$ cat src/hdl/sfcf_map.vh
`ifndef SFCF_MAP_VH
`define SFCF_MAP_VH

// Bit counts of the frame
`define SFCF_INST_BITS 6'd8
`define SFCF_BYTE_BITS 6'd8
`define SFCF_ADDR24_BITS 6'd24
`define SFCF_ADDR32_BITS 6'd32

// Write byte buffer shape
`define SFCF_FIFO_WIDTH 8
`define SFCF_FIFO_DEPTH 16

// Instruction codes
`define SFCF_OP_READ 8'h03
`define SFCF_OP_FAST_READ 8'h0b
`define SFCF_OP_READ_A32 8'h13
`define SFCF_OP_DUAL_OUT 8'h3b
`define SFCF_OP_QUAD_OUT 8'h6b
`define SFCF_OP_DUAL_IO 8'hbb
`define SFCF_OP_QUAD_IO 8'heb
`define SFCF_OP_PROGRAM 8'h02
`define SFCF_OP_QUAD_PROGRAM 8'h32
`define SFCF_OP_STATUS 8'h05

// Decode word fields
`define SFCF_D_ADDR 0
`define SFCF_D_A32 1
`define SFCF_D_AW 3:2
`define SFCF_D_DW 5:4
`define SFCF_D_MODE 6
`define SFCF_D_DIR 8:7
`define SFCF_D_DUMMY 12:9
`define SFCF_D_ARRAY 13
`define SFCF_D_BUSY_OK 14
`define SFCF_DEC_NONE 15'h0000

// Lane width codes
`define SFCF_W1 2'h0
`define SFCF_W2 2'h1
`define SFCF_W4 2'h2

// Data direction codes
`define SFCF_DIR_NONE 2'h0
`define SFCF_DIR_READ 2'h1
`define SFCF_DIR_WRITE 2'h2

// Dummy cycle counts
`define SFCF_DUMMY_0 4'h0
`define SFCF_DUMMY_QIO 4'h4
`define SFCF_DUMMY_FAST 4'h8

// Mode bits upper nibble that keeps the next frame implied
`define SFCF_CONT_KEY 4'ha

// Status byte fields
`define SFCF_STAT_BUSY 0
`define SFCF_STAT_FAIL 1

// Filled byte while no read byte is offered
`define SFCF_IDLE_BYTE 8'hff

`endif

$ cat src/hdl/sfcf_frame.v
`timescale 1ns/100ps
`include "sfcf_map.vh"
// Contract
// - Inputs sampled on rising link clock edges, outputs change on falling ones.
// - A cycle runs falling edge to falling edge; mode 0 starts at select fall.
// - Frame opens with an 8-bit instruction, one bit per rise on lane 0.
// - Instruction may add a 24 or 32 bit address, chosen by instruction.
// - Instruction sets later phase width: one, two or four lanes.
// - Lane 0 holds the least significant bit; groups go most significant first.
// - Dual/quad output commands take the address on lane 0 only.
// - Dual/quad I/O commands take address and return data on all lanes used.
// - Mode bits after the address may make the next frame skip its instruction.
// - Write data is sampled on rising edges.
// - First read bits driven on the fall ending the last dummy cycle.
// - Read data continues until select rises; master may stop anytime.
// - Frames without read data must end on a multiple of eight clocks.
// - Bits most significant first; bytes in rising address order.
// - During an embedded operation array reads are ignored; few commands allowed.
// - A status read reports busy and failure of the embedded operation.
// - With select high, inputs are ignored and lanes are not driven.
// - A select fall is needed before the first frame after power-up.
module sfcf_frame (
    input wire clock,
    input wire srst,
    input wire spi_clk,
    input wire select_n,
    input wire data_lane_0_in,
    input wire data_lane_1_in,
    input wire data_lane_2_in,
    input wire data_lane_3_in,
    output reg data_lane_0_out,
    output reg data_lane_1_out,
    output reg data_lane_2_out,
    output reg data_lane_3_out,
    output reg data_lane_0_oe,
    output reg data_lane_1_oe,
    output reg data_lane_2_oe,
    output reg data_lane_3_oe,
    input wire op_busy,
    input wire op_fail,
    input wire [7:0] rd_data,
    input wire rd_valid,
    output reg rd_ready,
    output reg cmd_start,
    output reg cmd_done,
    output reg cmd_reject,
    output reg [7:0] cmd_opcode,
    output reg [31:0] cmd_addr,
    output reg [7:0] cmd_mode,
    output reg [31:0] data_addr,
    output wire [7:0] wr_byte,
    output wire wr_valid,
    input wire wr_ready,
    output reg wr_overrun
);
    localparam S_IDLE = 9'h001;
    localparam S_INST = 9'h002;
    localparam S_ADDR = 9'h004;
    localparam S_MODE = 9'h008;
    localparam S_DUMMY = 9'h010;
    localparam S_RDATA = 9'h020;
    localparam S_WDATA = 9'h040;
    localparam S_WAIT = 9'h080;
    localparam S_IGNORE = 9'h100;

    function [14:0] sfcf_dec;
        input [7:0] op;
        begin
            case (op)
                `SFCF_OP_READ: sfcf_dec = {1'b0, 1'b1, `SFCF_DUMMY_0, `SFCF_DIR_READ, 1'b0,
                    `SFCF_W1, `SFCF_W1, 1'b0, 1'b1};
                `SFCF_OP_FAST_READ: sfcf_dec = {1'b0, 1'b1, `SFCF_DUMMY_FAST, `SFCF_DIR_READ,
                    1'b0, `SFCF_W1, `SFCF_W1, 1'b0, 1'b1};
                `SFCF_OP_READ_A32: sfcf_dec = {1'b0, 1'b1, `SFCF_DUMMY_0, `SFCF_DIR_READ,
                    1'b0, `SFCF_W1, `SFCF_W1, 1'b1, 1'b1};
                `SFCF_OP_DUAL_OUT: sfcf_dec = {1'b0, 1'b1, `SFCF_DUMMY_FAST, `SFCF_DIR_READ,
                    1'b0, `SFCF_W2, `SFCF_W1, 1'b0, 1'b1};
                `SFCF_OP_QUAD_OUT: sfcf_dec = {1'b0, 1'b1, `SFCF_DUMMY_FAST, `SFCF_DIR_READ,
                    1'b0, `SFCF_W4, `SFCF_W1, 1'b0, 1'b1};
                `SFCF_OP_DUAL_IO: sfcf_dec = {1'b0, 1'b1, `SFCF_DUMMY_0, `SFCF_DIR_READ,
                    1'b1, `SFCF_W2, `SFCF_W2, 1'b0, 1'b1};
                `SFCF_OP_QUAD_IO: sfcf_dec = {1'b0, 1'b1, `SFCF_DUMMY_QIO, `SFCF_DIR_READ,
                    1'b1, `SFCF_W4, `SFCF_W4, 1'b0, 1'b1};
                `SFCF_OP_PROGRAM: sfcf_dec = {1'b0, 1'b0, `SFCF_DUMMY_0, `SFCF_DIR_WRITE,
                    1'b0, `SFCF_W1, `SFCF_W1, 1'b0, 1'b1};
                `SFCF_OP_QUAD_PROGRAM: sfcf_dec = {1'b0, 1'b0, `SFCF_DUMMY_0, `SFCF_DIR_WRITE,
                    1'b0, `SFCF_W4, `SFCF_W1, 1'b0, 1'b1};
                `SFCF_OP_STATUS: sfcf_dec = {1'b1, 1'b0, `SFCF_DUMMY_0, `SFCF_DIR_READ,
                    1'b0, `SFCF_W1, `SFCF_W1, 1'b0, 1'b0};
                default: sfcf_dec = `SFCF_DEC_NONE;
            endcase
        end
    endfunction

    // Phase length in lane groups
    function [5:0] sfcf_groups;
        input [8:0] st;
        input [14:0] d;
        begin
            case (st)
                S_INST: sfcf_groups = `SFCF_INST_BITS;
                S_ADDR: sfcf_groups = (d[`SFCF_D_A32] ? `SFCF_ADDR32_BITS : `SFCF_ADDR24_BITS)
                    >> d[`SFCF_D_AW];
                S_MODE: sfcf_groups = `SFCF_BYTE_BITS >> d[`SFCF_D_AW];
                S_DUMMY: sfcf_groups = {2'b00, d[`SFCF_D_DUMMY]};
                S_WDATA: sfcf_groups = `SFCF_BYTE_BITS >> d[`SFCF_D_DW];
                default: sfcf_groups = 6'h00;
            endcase
        end
    endfunction

    function [8:0] sfcf_after_mode;
        input [14:0] d;
        begin
            if (d[`SFCF_D_DUMMY] != `SFCF_DUMMY_0) begin
                sfcf_after_mode = S_DUMMY;
            end else if (d[`SFCF_D_DIR] == `SFCF_DIR_READ) begin
                sfcf_after_mode = S_RDATA;
            end else if (d[`SFCF_D_DIR] == `SFCF_DIR_WRITE) begin
                sfcf_after_mode = S_WDATA;
            end else begin
                sfcf_after_mode = S_WAIT;
            end
        end
    endfunction

    // Three-stage pin capture; a change counts once stages two and three agree
    wire [5:0] pin_raw;
    wire [5:0] pin_f;
    genvar gi;
    assign pin_raw = {select_n, spi_clk, data_lane_3_in, data_lane_2_in, data_lane_1_in,
        data_lane_0_in};
    generate
        for (gi = 0; gi < 6; gi = gi + 1) begin : g_pin
            reg s1;
            reg s2;
            reg s3;
            reg f;
            always @(posedge clock) begin
                // Select resets low so a frame needs a real fall after reset
                if (srst) begin
                    s1 <= 1'b0;
                    s2 <= 1'b0;
                    s3 <= 1'b0;
                    f <= 1'b0;
                end else begin
                    s1 <= pin_raw[gi];
                    s2 <= s1;
                    s3 <= s2;
                    if (s2 == s3) begin
                        f <= s2;
                    end
                end
            end
            assign pin_f[gi] = f;
        end
    endgenerate

    reg sck_q;
    reg sel_q;
    reg [8:0] state;
    reg [14:0] dec_q;
    reg [31:0] sh;
    reg [7:0] rsh;
    reg [5:0] cnt;
    reg [2:0] rise_cnt;
    reg any_rise;
    reg cont;
    reg data_first;
    reg push;
    reg [7:0] push_byte;
    wire fifo_in_ready;
    wire selected = ~pin_f[5];
    wire sck_rise = pin_f[4] & ~sck_q & selected;
    wire sck_fall = ~pin_f[4] & sck_q & selected;
    wire sel_fall = ~pin_f[5] & sel_q;
    wire sel_rise = pin_f[5] & ~sel_q;
    wire [3:0] lanes = pin_f[3:0];
    wire is_status = (cmd_opcode == `SFCF_OP_STATUS);
    wire [7:0] status_byte = {6'h00, op_fail, op_busy};

    reg [1:0] in_w;
    reg [31:0] shifted;
    reg [7:0] new_op;
    reg [14:0] next_dec;
    reg [8:0] next_st;
    reg [7:0] out_src;
    reg [7:0] next_rsh;

    always @* begin
        case (state)
            S_ADDR: in_w = dec_q[`SFCF_D_AW];
            S_MODE: in_w = dec_q[`SFCF_D_AW];
            S_WDATA: in_w = dec_q[`SFCF_D_DW];
            default: in_w = `SFCF_W1;
        endcase
        case (in_w)
            `SFCF_W2: shifted = {sh[29:0], lanes[1], lanes[0]};
            `SFCF_W4: shifted = {sh[27:0], lanes[3:0]};
            default: shifted = {sh[30:0], lanes[0]};
        endcase
        new_op = shifted[7:0];
        next_dec = (state == S_INST) ? sfcf_dec(new_op) : dec_q;
        case (state)
            S_INST: begin
                if (op_busy & ~next_dec[`SFCF_D_BUSY_OK]) begin
                    next_st = S_IGNORE;
                end else if (next_dec[`SFCF_D_ADDR]) begin
                    next_st = S_ADDR;
                end else begin
                    next_st = sfcf_after_mode(next_dec);
                end
            end
            S_ADDR: next_st = dec_q[`SFCF_D_MODE] ? S_MODE : sfcf_after_mode(dec_q);
            S_MODE: next_st = sfcf_after_mode(dec_q);
            S_DUMMY: next_st = (dec_q[`SFCF_D_DIR] == `SFCF_DIR_READ) ? S_RDATA : S_WDATA;
            default: next_st = state;
        endcase
        if (cnt == 6'h00) begin
            out_src = is_status ? status_byte : (rd_valid ? rd_data : `SFCF_IDLE_BYTE);
        end else begin
            out_src = rsh;
        end
        case (dec_q[`SFCF_D_DW])
            `SFCF_W2: next_rsh = {out_src[5:0], 2'b00};
            `SFCF_W4: next_rsh = {out_src[3:0], 4'h0};
            default: next_rsh = {out_src[6:0], 1'b0};
        endcase
    end

    always @(posedge clock) begin
        if (srst) begin
            sck_q <= 1'b0;
            sel_q <= 1'b0;
            state <= S_IDLE;
            dec_q <= `SFCF_DEC_NONE;
            sh <= 32'h00000000;
            rsh <= 8'h00;
            cnt <= 6'h00;
            rise_cnt <= 3'h0;
            any_rise <= 1'b0;
            cont <= 1'b0;
            data_first <= 1'b1;
            push <= 1'b0;
            push_byte <= 8'h00;
            rd_ready <= 1'b0;
            cmd_start <= 1'b0;
            cmd_done <= 1'b0;
            cmd_reject <= 1'b0;
            cmd_opcode <= 8'h00;
            cmd_addr <= 32'h00000000;
            cmd_mode <= 8'h00;
            data_addr <= 32'h00000000;
            wr_overrun <= 1'b0;
            {data_lane_3_out, data_lane_2_out, data_lane_1_out, data_lane_0_out} <= 4'h0;
            {data_lane_3_oe, data_lane_2_oe, data_lane_1_oe, data_lane_0_oe} <= 4'h0;
        end else begin
            sck_q <= pin_f[4];
            sel_q <= pin_f[5];
            push <= 1'b0;
            rd_ready <= 1'b0;
            cmd_start <= 1'b0;
            cmd_done <= 1'b0;
            cmd_reject <= 1'b0;
            wr_overrun <= push & ~fifo_in_ready;
            if (sel_rise) begin
                // Frame closes: state, bit counter and drivers back to idle; decode word is kept
                state <= S_IDLE;
                cnt <= 6'h00;
                {data_lane_3_oe, data_lane_2_oe, data_lane_1_oe, data_lane_0_oe} <= 4'h0;
                case (state)
                    S_RDATA: cmd_done <= 1'b1;
                    S_WAIT, S_WDATA: begin
                        cmd_done <= any_rise & (rise_cnt == 3'h0);
                        cmd_reject <= ~(any_rise & (rise_cnt == 3'h0));
                    end
                    S_INST, S_ADDR, S_MODE, S_DUMMY: cmd_reject <= 1'b1;
                    default: cmd_reject <= 1'b0;
                endcase
            end else if (sel_fall) begin
                rise_cnt <= 3'h0;
                any_rise <= 1'b0;
                data_first <= 1'b1;
                if (cont & op_busy) begin
                    state <= S_IGNORE;
                end else if (cont) begin
                    state <= S_ADDR;
                    cnt <= sfcf_groups(S_ADDR, dec_q);
                end else begin
                    state <= S_INST;
                    cnt <= `SFCF_INST_BITS;
                end
            end else if (sck_rise) begin
                rise_cnt <= rise_cnt + 3'h1;
                any_rise <= 1'b1;
                if ((state & (S_INST | S_ADDR | S_MODE | S_DUMMY | S_WDATA)) != 9'h000) begin
                    sh <= shifted;
                    cnt <= cnt - 6'h01;
                end
                if ((state & (S_INST | S_ADDR | S_MODE | S_DUMMY)) != 9'h000 && cnt == 6'h01) begin
                    state <= next_st;
                    dec_q <= next_dec;
                    cnt <= sfcf_groups(next_st, next_dec);
                    cmd_start <= (next_st & (S_RDATA | S_WDATA | S_WAIT)) != 9'h000;
                    if (state == S_INST) begin
                        cmd_opcode <= new_op;
                        cont <= 1'b0;
                    end
                    if (state == S_ADDR) begin
                        cmd_addr <= dec_q[`SFCF_D_A32] ? shifted : {8'h00, shifted[23:0]};
                        data_addr <= dec_q[`SFCF_D_A32] ? shifted : {8'h00, shifted[23:0]};
                    end
                    if (state == S_MODE) begin
                        cmd_mode <= shifted[7:0];
                        cont <= shifted[7:4] == `SFCF_CONT_KEY;
                    end
                end
                if (state == S_WDATA && cnt == 6'h01) begin
                    push <= 1'b1;
                    push_byte <= shifted[7:0];
                    cnt <= sfcf_groups(S_WDATA, dec_q);
                    data_first <= 1'b0;
                    if (!data_first) begin
                        data_addr <= data_addr + 32'h00000001;
                    end
                end
            end else if (sck_fall && state == S_RDATA) begin
                // Falling edge after the last header rise drives the first group
                rsh <= next_rsh;
                if (cnt == 6'h00) begin
                    cnt <= sfcf_groups(S_WDATA, dec_q) - 6'h01;
                    rd_ready <= ~is_status & rd_valid;
                    data_first <= 1'b0;
                    if (!data_first) begin
                        data_addr <= data_addr + 32'h00000001;
                    end
                end else begin
                    cnt <= cnt - 6'h01;
                end
                case (dec_q[`SFCF_D_DW])
                    `SFCF_W2: begin
                        {data_lane_3_out, data_lane_2_out} <= 2'b00;
                        {data_lane_1_out, data_lane_0_out} <= out_src[7:6];
                        {data_lane_3_oe, data_lane_2_oe, data_lane_1_oe, data_lane_0_oe} <= 4'h3;
                    end
                    `SFCF_W4: begin
                        {data_lane_3_out, data_lane_2_out, data_lane_1_out, data_lane_0_out}
                            <= out_src[7:4];
                        {data_lane_3_oe, data_lane_2_oe, data_lane_1_oe, data_lane_0_oe} <= 4'hf;
                    end
                    default: begin
                        {data_lane_3_out, data_lane_2_out, data_lane_0_out} <= 3'b000;
                        data_lane_1_out <= out_src[7];
                        {data_lane_3_oe, data_lane_2_oe, data_lane_1_oe, data_lane_0_oe} <= 4'h2;
                    end
                endcase
            end
        end
    end

    // Link cannot be stalled, so a full buffer drops the byte and flags it
    sfcf_fifo #(
        .WIDTH(`SFCF_FIFO_WIDTH),
        .DEPTH(`SFCF_FIFO_DEPTH)
    ) u_wr_fifo (
        .clock(clock),
        .srst(srst),
        .in_data(push_byte),
        .in_valid(push),
        .in_ready(fifo_in_ready),
        .out_data(wr_byte),
        .out_valid(wr_valid),
        .out_ready(wr_ready)
    );
endmodule // sfcf_frame

$ cat src/hdl/sfcf_fifo.v
`timescale 1ns/100ps
module sfcf_fifo #(
    parameter WIDTH = 8,
    parameter DEPTH = 16
) (
    input wire clock,
    input wire srst,
    input wire [WIDTH-1:0] in_data,
    input wire in_valid,
    output wire in_ready,
    output reg [WIDTH-1:0] out_data,
    output wire out_valid,
    input wire out_ready
);
    localparam AW = $clog2(DEPTH);

    reg [WIDTH-1:0] mem [0:DEPTH-1];
    reg [AW-1:0] wr_ptr;
    reg [AW-1:0] rd_ptr;
    reg [AW:0] count;
    reg have_out;
    wire push;
    wire pop;
    wire load;

    // Output stage counts toward the depth
    assign in_ready = (count + {{AW{1'b0}}, have_out}) != DEPTH[AW:0];
    assign out_valid = have_out;
    assign push = in_valid & in_ready;
    // Output stage refills whenever it is empty or being drained
    assign load = (count != {(AW+1){1'b0}}) & (~have_out | out_ready);
    assign pop = load;

    always @(posedge clock) begin
        if (push) begin
            mem[wr_ptr] <= in_data;
        end
    end

    always @(posedge clock) begin
        if (srst) begin
            wr_ptr <= {AW{1'b0}};
            rd_ptr <= {AW{1'b0}};
            count <= {(AW+1){1'b0}};
            have_out <= 1'b0;
            out_data <= {WIDTH{1'b0}};
        end else begin
            if (push) begin
                wr_ptr <= wr_ptr + 1'b1;
            end
            if (pop) begin
                rd_ptr <= rd_ptr + 1'b1;
                out_data <= mem[rd_ptr];
            end
            if (push & ~pop) begin
                count <= count + 1'b1;
            end else if (pop & ~push) begin
                count <= count - 1'b1;
            end
            if (load) begin
                have_out <= 1'b1;
            end else if (out_ready) begin
                have_out <= 1'b0;
            end
        end
    end
endmodule // sfcf_fifo

$ cat config.mk
export PLATFORM = sky130hd
export DESIGN_NAME = sfcf_frame
export DESIGN_NICKNAME = d
export VERILOG_FILES = /design/src/hdl/sfcf_frame.v /design/src/hdl/sfcf_fifo.v
export VERILOG_INCLUDE_DIRS = /design/src /design/src/hdl
export SDC_FILE = /design/constraint.sdc
export NUM_CORES = 1
export LEC_CHECK = 0
export BUFFER_PORTS_ARGS = -buffer_cell sky130_fd_sc_hd__buf_2
export CORE_UTILIZATION = 45
export CTS_CLUSTER_SIZE = 24
export DETAILED_ROUTE_END_ITERATION = 10
export GPL_TIMING_DRIVEN = 0
export HOLD_SLACK_MARGIN = 0.02
export PLACE_DENSITY = 0.69
export SLEW_MARGIN = 20
export SYNTH_ARGS = -nofsm -noshare
export SYNTH_HDL_FRONTEND = slang
export SYNTH_SLANG_ARGS = --single-unit
$ cat constraint.sdc
create_clock -name clock -period 7.37 [get_ports clock]
set_clock_uncertainty 0.15 [all_clocks]
set_input_delay 1.474 -clock clock [delete_from_list [all_inputs] [get_ports clock]]
set_output_delay 1.474 -clock clock [all_outputs]
set_load 0.005 [all_outputs]
# Word level (Yosys, flattened, before mapping)

Memory sizes are Yosys's and may differ from the RTL's. A register that Yosys moved wholly into a read port is not among the register bits.
Index checks and enable logic that the tools add are counted.

Word-level logic and storage cells: 270
Bits in latches: 0
Bits in writable memories: 128
Bits in read-only memories: 0
Memories kept: 1
Register bits: 216
Input bits: 20

Memories:

| memory        | words | width | read ports | clocked after Yosys merged registers in | wr ports | RTL line       | source |
|---|---|---|---|---|---|---|---|
| u_wr_fifo.mem | 16    | 8     | 1          | 1                                       | 1        | sfcf_fifo.v:17 | `reg [WIDTH-1:0] mem [0:DEPTH-1];` |

Multiply operators: 0
Bitwise logic cells: 33
Magnitude comparators: 0
Muxes and demuxes: 77
Reductions and logical operators: 43
Shift-type cells: 5
Divide/modulo/power cells: 0
Eq/ne operators: 44
Add/subtract/negate cells: 9

Operator list:

| operator                                                           | number |
|---|---|
| 32-bit two-way mux                                                 | 9 |
| 15-bit case mux with 10 select lines                               | 1 |
| 6-bit two-way mux                                                  | 17 |
| 8-bit two-way mux                                                  | 10 |
| 32-bit case mux with 2 select lines                                | 1 |
| 9-bit two-way mux                                                  | 6 |
| 9-bit case mux with 4 select lines                                 | 1 |
| 32-bit by 1-bit adder with 32-bit output (second input constant)   | 1 |
| 6-bit case mux with 5 select lines                                 | 1 |
| 9-bit nonzero test                                                 | 3 |
| 5-bit AND reduction                                                | 5 |
| 4-bit AND reduction                                                | 5 |
| 1-bit two-way mux                                                  | 19 |
| 9-bit by 2-bit == test with 1-bit output (second input constant)   | 2 |
| 9-bit by 3-bit == test with 1-bit output (second input constant)   | 2 |
| 9-bit by 4-bit == test with 1-bit output (second input constant)   | 2 |
| 9-bit by 5-bit == test with 1-bit output (second input constant)   | 2 |
| 9-bit by 7-bit == test with 1-bit output (second input constant)   | 2 |
| 4-bit by 2-bit >> shifter with 6-bit output (first input constant) | 3 |
| 1-bit inverter                                                     | 17 |
| 8-bit by 2-bit == test with 1-bit output (second input constant)   | 2 |
| 8-bit by 3-bit == test with 1-bit output (second input constant)   | 2 |
| 8-bit by 6-bit == test with 1-bit output (second input constant)   | 2 |
| 8-bit == test (second input constant)                              | 2 |
| 44 further kinds                                                   | 94 |

# Depth between registers and ports, before layout

Depth in word-level cells: 21
Depth in mapped cells: 19
Gate-level depth less buffers: 16

# By module

Synthesis repeated with hierarchy kept, for this count alone.

Cell total of the unflattened synthesis: 1798
Area total of the unflattened synthesis: 16736.1 um^2

Modules (own cells, without submodules):

| module     | cells an instance | instances | area each (um^2) |
|---|---|---|---|
| sfcf_frame | 1425              | 1         | 10558.9 |
| sfcf_fifo  | 373               | 1         | 6177.2 |

# Worst setup path before layout

No wires, ideal clock.

Path kind: register to register
From: register state[6]
To: register cnt[2]
Setup slack: 2.876 ns
Arrival time: 4.198 ns
Setup time: 0.146 ns
Period minus slack after synthesis: 4.494 ns
Path buffers: 3
Cell stages (with the launch flop): 19
Path through: dfxtp_1 clkbuf_1 nor4_2 and3_1 clkbuf_1 a32o_1 ha_1 buf_2 nand2b_1 o32a_1 or2_1 nor4_2 a31oi_1 inv_1 ha_1 mux2i_1 o32ai_1 a2111oi_0 a221oi_2

RTL lines:

| what                                                                                                                        | RTL line         | source |
|---|---|---|
| start: declaration                                                                                                          | sfcf_frame.v:161 | `reg [8:0] state;` |
| start signal: assignment                                                                                                    | sfcf_frame.v:301 | `state <= next_st;` |
| 9-bit by 3-bit == test with 1-bit output or 9-bit by 4-bit == test with 1-bit output (tied branches)                        | -                |  |
| 2-bit OR reduction (no source line)                                                                                         | -                |  |
| 2-bit case mux with 2 select lines                                                                                          | sfcf_frame.v:191 | `case (state)` |
| 2-bit == test or 2-bit by 1-bit == test with 1-bit output (tied branches)                                                   | sfcf_frame.v:197 | `case (in_w)` |
| 32-bit case mux with 2 select lines                                                                                         | sfcf_frame.v:197 |  |
| 8-bit by 3-bit == test with 1-bit output (tied with other cells)                                                            | sfcf_frame.v:69  | `case (op)` |
| 15-bit case mux with 10 select lines                                                                                        | sfcf_frame.v:69  |  |
| 15-bit two-way mux *                                                                                                        | sfcf_frame.v:203 | `next_dec = (state == S_INST) ? sfcf_dec(new_op) : dec_q;` |
| via next_dec[2]                                                                                                             | sfcf_frame.v:185 | `reg [14:0] next_dec;` |
| 4-bit by 2-bit >> shifter with 6-bit output (no source line) or 6-bit by 2-bit >> shifter with 6-bit output (tied branches) | -                |  |
| 6-bit case mux with 5 select lines *                                                                                        | sfcf_frame.v:100 | `case (st)` |
| 6-bit two-way mux *                                                                                                         | sfcf_frame.v:300 | `if ((state & (S_INST \| S_ADDR \| S_MODE \| S_DUMMY)) != 9'h000 && cnt == 6'h01) begin` |
| 6-bit two-way mux *                                                                                                         | sfcf_frame.v:318 | `if (state == S_WDATA && cnt == 6'h01) begin` |
| 6-bit two-way mux *                                                                                                         | sfcf_frame.v:293 | `end else if (sck_rise) begin` |
| 6-bit two-way mux *                                                                                                         | sfcf_frame.v:280 | `end else if (sel_fall) begin` |
| end signal: assignment                                                                                                      | sfcf_frame.v:298 | `cnt <= cnt - 6'h01;` |
| end signal: assignment                                                                                                      | sfcf_frame.v:303 | `cnt <= sfcf_groups(next_st, next_dec);` |
| end signal: assignment                                                                                                      | sfcf_frame.v:321 | `cnt <= sfcf_groups(S_WDATA, dec_q);` |
| end: declaration                                                                                                            | sfcf_frame.v:165 | `reg [5:0] cnt;` |

The timed path passes the listed nets; every way through them passes the cells marked *.
A chain may end at the register's enable or synchronous reset.

# Final worst setup path

Same ends and word-level chain as after synthesis.

==> reports/summary.md <==
### CTS
* 0.06 ns — post-CTS clock slew at the launch and capture registers of the worst setup and hold paths
* 2 — H-tree depth
* 3 — largest buffer count on any clock path
* 39 — CTS buffer count
* 0 — # hold bufs at CTS
* 348 — Clock Sink Count
* sky130_fd_sc_hd__clkbuf_16 — clock root cell
* 0 — # resized after CTS
* 0.56 ns — clock latency on the worst-skew pair
* done — CTS tree
* 0 — buffers inserted during post-CTS setup optimization

### STA
* 0 ns — Final TNS setup
* no — RSZ-0062 raised after global routing
* 5.59 ns — Final Critical Period
* 0.340 — remaining max-slew budget at the tightest pin
* 0 — final setup violation count
* 179 MHz — highest achievable clock rate
* 0.759 — Final period util
* 0 — Final Hold Fails
* 0.986 ns — actual slew at the worst max-slew pin
* 0 — max-slew violation count

### Die
* 122 — Boundary Pins
* 191 µm — floorplan die height
* 36500 µm² — Die Area
* 0.461 — initial standard-cell utilization of the core
* 34900 µm² — area of the core
* 68 — number of core rows
* 191 µm — x dimension of the die

### Detailed routing
* 14000 — routed vias
* 0 — remaining antenna violation count after routing
* 50000 µm — wire length after detailed routing
* 6 — number of iterations in the first detailed-routing pass
* 1305 — number of DRC violations after detailed-routing iteration 0
* 6.04 — Vias/cell
* 0 — DRC Markers
* 21.6 µm — routed length per instance

### Power
* 6.53 nW — leakage power summed over all cells
* 0.198 mV — worst ir drop on vdd
* 0.442 — Flop pwr share
* 0.250 — sw frac
* 1.17 mW — power spent charging and discharging nets
* 0.133 — logic gate share of total power
* 251 nW/µm² — total power divided by cell area
* 0.425 — clock share of power
* 4.67 mW — total power of the final layout
* 3.50 mW — cell-internal power

### Logic synthesis
* 75 — unique cell type count in the Yosys netlist
* 348 — Seq cells post-synth
* sky130_fd_sc_hd__dfxtp_1 — primary flip-flop cell chosen by synthesis mapping
* 1670 — Cells after Synth
* 0 — share of async-settable or async-resettable flops after synthesis
* 16100 µm² — combined area of all synthesized cells
* 128 — EDFF count, synth
* 0 — Warnings, synthesis
* 0.513 — sequential-to-total area share from yosys stat
* 9.63 µm² — mean area per synthesized cell
* 1722 — net count of the mapped netlist

### Cells and area
* 1883 — final net count
* 18600 µm² — post-layout instance area
* 0.145 — proportion of layout cells with a drive suffix above 1
* 15.6% — synth-to-layout area growth

### Critical path
* 10 — worst-path maximum fanout
* state[6] — critical path launch point
* clkbuf_1 > nor4_2 > and3_1 > clkbuf_1 > a32oi_1 > ha_1 > buf_2 > buf_2 > nand2_1 > o32a_1 > or2_1 > nor4_2 > a31oi_1 > inv_1 > ha_1 > mux2i_1 > o32ai_1 > a2111oi_0 > a221oi_2 — cells along the critical path
* 7.62 ns — data required time at the worst endpoint
* sky130_fd_sc_hd__nor4_2 — slowest cell on the critical path
* 0.55 ns — biggest cell delay along the critical path
* 5.85 ns — Crit path arrival time
* register — Critical Path Sink Type
* register — Critical Path Start Type
* reg2reg — Worst Setup Path Type
* state[6] — R2R Path Start

### Placed design
* 120 — count of buffers inserted at the top-level ports
* 17300 µm² — placed standard-cell area
* 0.953 — Routability Congestion
* 35300 µm — Post-DP HPWL

### Global route
* 0 — residual overflow from global routing
* 77300 µm — global-route wire length before repair
* 0.388 — global-route met1 utilization
* 0 — antenna violations before repair
* 0.0498 — met3 usage in global routing
* 18 — largest net degree at the start of global routing
* 13200 — vias in the first global route
* 0.422 — met2 track demand over resource in global routing
* met2 — global route hottest layer
* 0.276 — overall fraction of global-route tracks in use

### Min path
* reg2reg — class of the tightest hold or removal check
* g_pin[1].s1 — Hold Startpoint

### Status
* completed — status

### Flow run
* 0 — max_cap viols

## cell usage after synthesis, types with 9 or more instances
master / instances / area share
sky130_fd_sc_hd__a211oi_1: 21 / 0.0098
sky130_fd_sc_hd__a21oi_1: 158 / 0.049
sky130_fd_sc_hd__a22oi_1: 30 / 0.014
sky130_fd_sc_hd__a31oi_1: 13 / 0.0051
sky130_fd_sc_hd__a32oi_1: 11 / 0.0060
sky130_fd_sc_hd__and3_1: 14 / 0.0054
sky130_fd_sc_hd__buf_1: 9 / 0.0021
sky130_fd_sc_hd__buf_2: 15 / 0.0047
sky130_fd_sc_hd__clkbuf_1: 86 / 0.020
sky130_fd_sc_hd__dfxtp_1: 220 / 0.27
sky130_fd_sc_hd__edfxtp_1: 128 / 0.24
sky130_fd_sc_hd__ha_1: 31 / 0.024
sky130_fd_sc_hd__inv_1: 39 / 0.0091
sky130_fd_sc_hd__mux2i_1: 27 / 0.017
sky130_fd_sc_hd__mux4_2: 40 / 0.056
sky130_fd_sc_hd__nand2_1: 209 / 0.049
sky130_fd_sc_hd__nand2b_1: 9 / 0.0035
sky130_fd_sc_hd__nand3_1: 36 / 0.011
sky130_fd_sc_hd__nand4_1: 18 / 0.0070
sky130_fd_sc_hd__nor2_1: 212 / 0.049
sky130_fd_sc_hd__nor2b_1: 27 / 0.011
sky130_fd_sc_hd__nor3_1: 55 / 0.017
sky130_fd_sc_hd__o21ai_0: 82 / 0.026
sky130_fd_sc_hd__o22ai_1: 19 / 0.0074
sky130_fd_sc_hd__xnor2_1: 11 / 0.0060
sky130_fd_sc_hd__xor2_1: 10 / 0.0054
## path summary, 6_finish.rpt
check	end	slack (ns)	cells past startpoint
worst min register to register	g_pin[1].s2	0.29	1
worst max register to register	cnt[2]	1.78	19
worst min-delay path	g_pin[1].s2	0.29	1
worst max-delay path	cnt[2]	1.78	19
## metrics by stage
stage                util  hold WS, ns  setup slack [ns]  cells
finish              0.533        0.286              1.78   2317
global placement    0.494        0.270              2.02   2245
detailed placement  0.495        0.276              1.95   2245
CTS                 0.533        0.290              1.93   2316
global route        0.533        0.308              1.41   2316
floorplan               -        0.264              2.88   1670
## final cells by class
class | count | area (µm²)
multi-input cells | 1169 | 7250
clock inverters | 11 | 130
plain buffers | 113 | 454
clock buffers | 60 | 1180
flip-flops and latches | 348 | 8250
well taps | 455 | 569
repair buffers | 120 | 601
diodes | 1 | 2.50
inverters | 40 | 150
fillers | 3125 | 16300
## layout by cell type (no fill, tap or decap), drive strengths merged, types with 7 or more instances in the layout
master,instances
clkbuf,146
nor2b,27
nand2,209
nand4,18
a211oi,21
mux2i,27
nor3,56
a221oi,7
a31oi,13
o22ai,19
a21oi,158
o31ai,8
o21ai,87
inv,41
mux4,40
nand3,36
nor4,11
or3,7
a22oi,30
dfxtp,220
xnor2,11
nand2b,9
o211ai,7
edfxtp,128
a32oi,11
nor2,214
clkinv,7
and3,14
ha,31
or2,8
xor2,10
buf,147
## critical path: cells and delay by family, from the launching register on
kind | cells | cell delay [ns]
mux | 1 | 0.14
fa+ha+maj | 2 | 0.59
flops | 1 | 0.30
buf+inv | 5 | 1.13
simple gates | 5 | 1.74
compound gates | 6 | 1.40
## cell families (layout without fill, tap and decap cells)
kind of cell | Yosys count | after routing | share of synthesized area
simple gates | 639 | 639 | 0.181
compound gates | 409 | 409 | 0.158
flops | 348 | 348 | 0.513
buf+inv | 153 | 344 | 0.0376
mux | 68 | 68 | 0.0735
fa+ha+maj | 32 | 32 | 0.0254
xor+xnor | 21 | 21 | 0.0114
other cells | 0 | 1 | 0
## registers in the layout (all words and copies together), names as in the netlist, 5 cells and up
register and flops:
u_wr_fifo.mem 128, cmd_addr 32, data_addr 32, sh 31, dec_q 12, state 9, cmd_mode 8, cmd_opcode 8
push_byte 8, u_wr_fifo.out_data 8, rsh 7, cnt 6, g_pin.f 6, g_pin.s1 6, g_pin.s2 6, g_pin.s3 6
u_wr_fifo.count 5
## metal layers
layer | share of wire | vias up | routed length (µm)
met1 | 0.43 | 6758 | 21700
met3 | 0.091 | 97 | 4520
met5 | 0 | - | 0
met4 | 0.030 | 0 | 1490
li1 | - | 6401 | -
met2 | 0.45 | 730 | 22300
## power groups by stage
| stage | logic, mW | clock network, mW | registers (mW) |
|---|---|---|---|
| finish | 0.620 | 1.99 | 2.06 |
| floorplan | 0.454 | 0 | 2.09 |
| global route | 0.677 | 2.08 | 2.07 |
| CTS | 0.623 | 2.00 | 2.06 |
| global placement | 0.601 | 0 | 2.10 |
| detailed placement | 0.615 | 0 | 2.10 |
(Power assumes the default switching activity.)
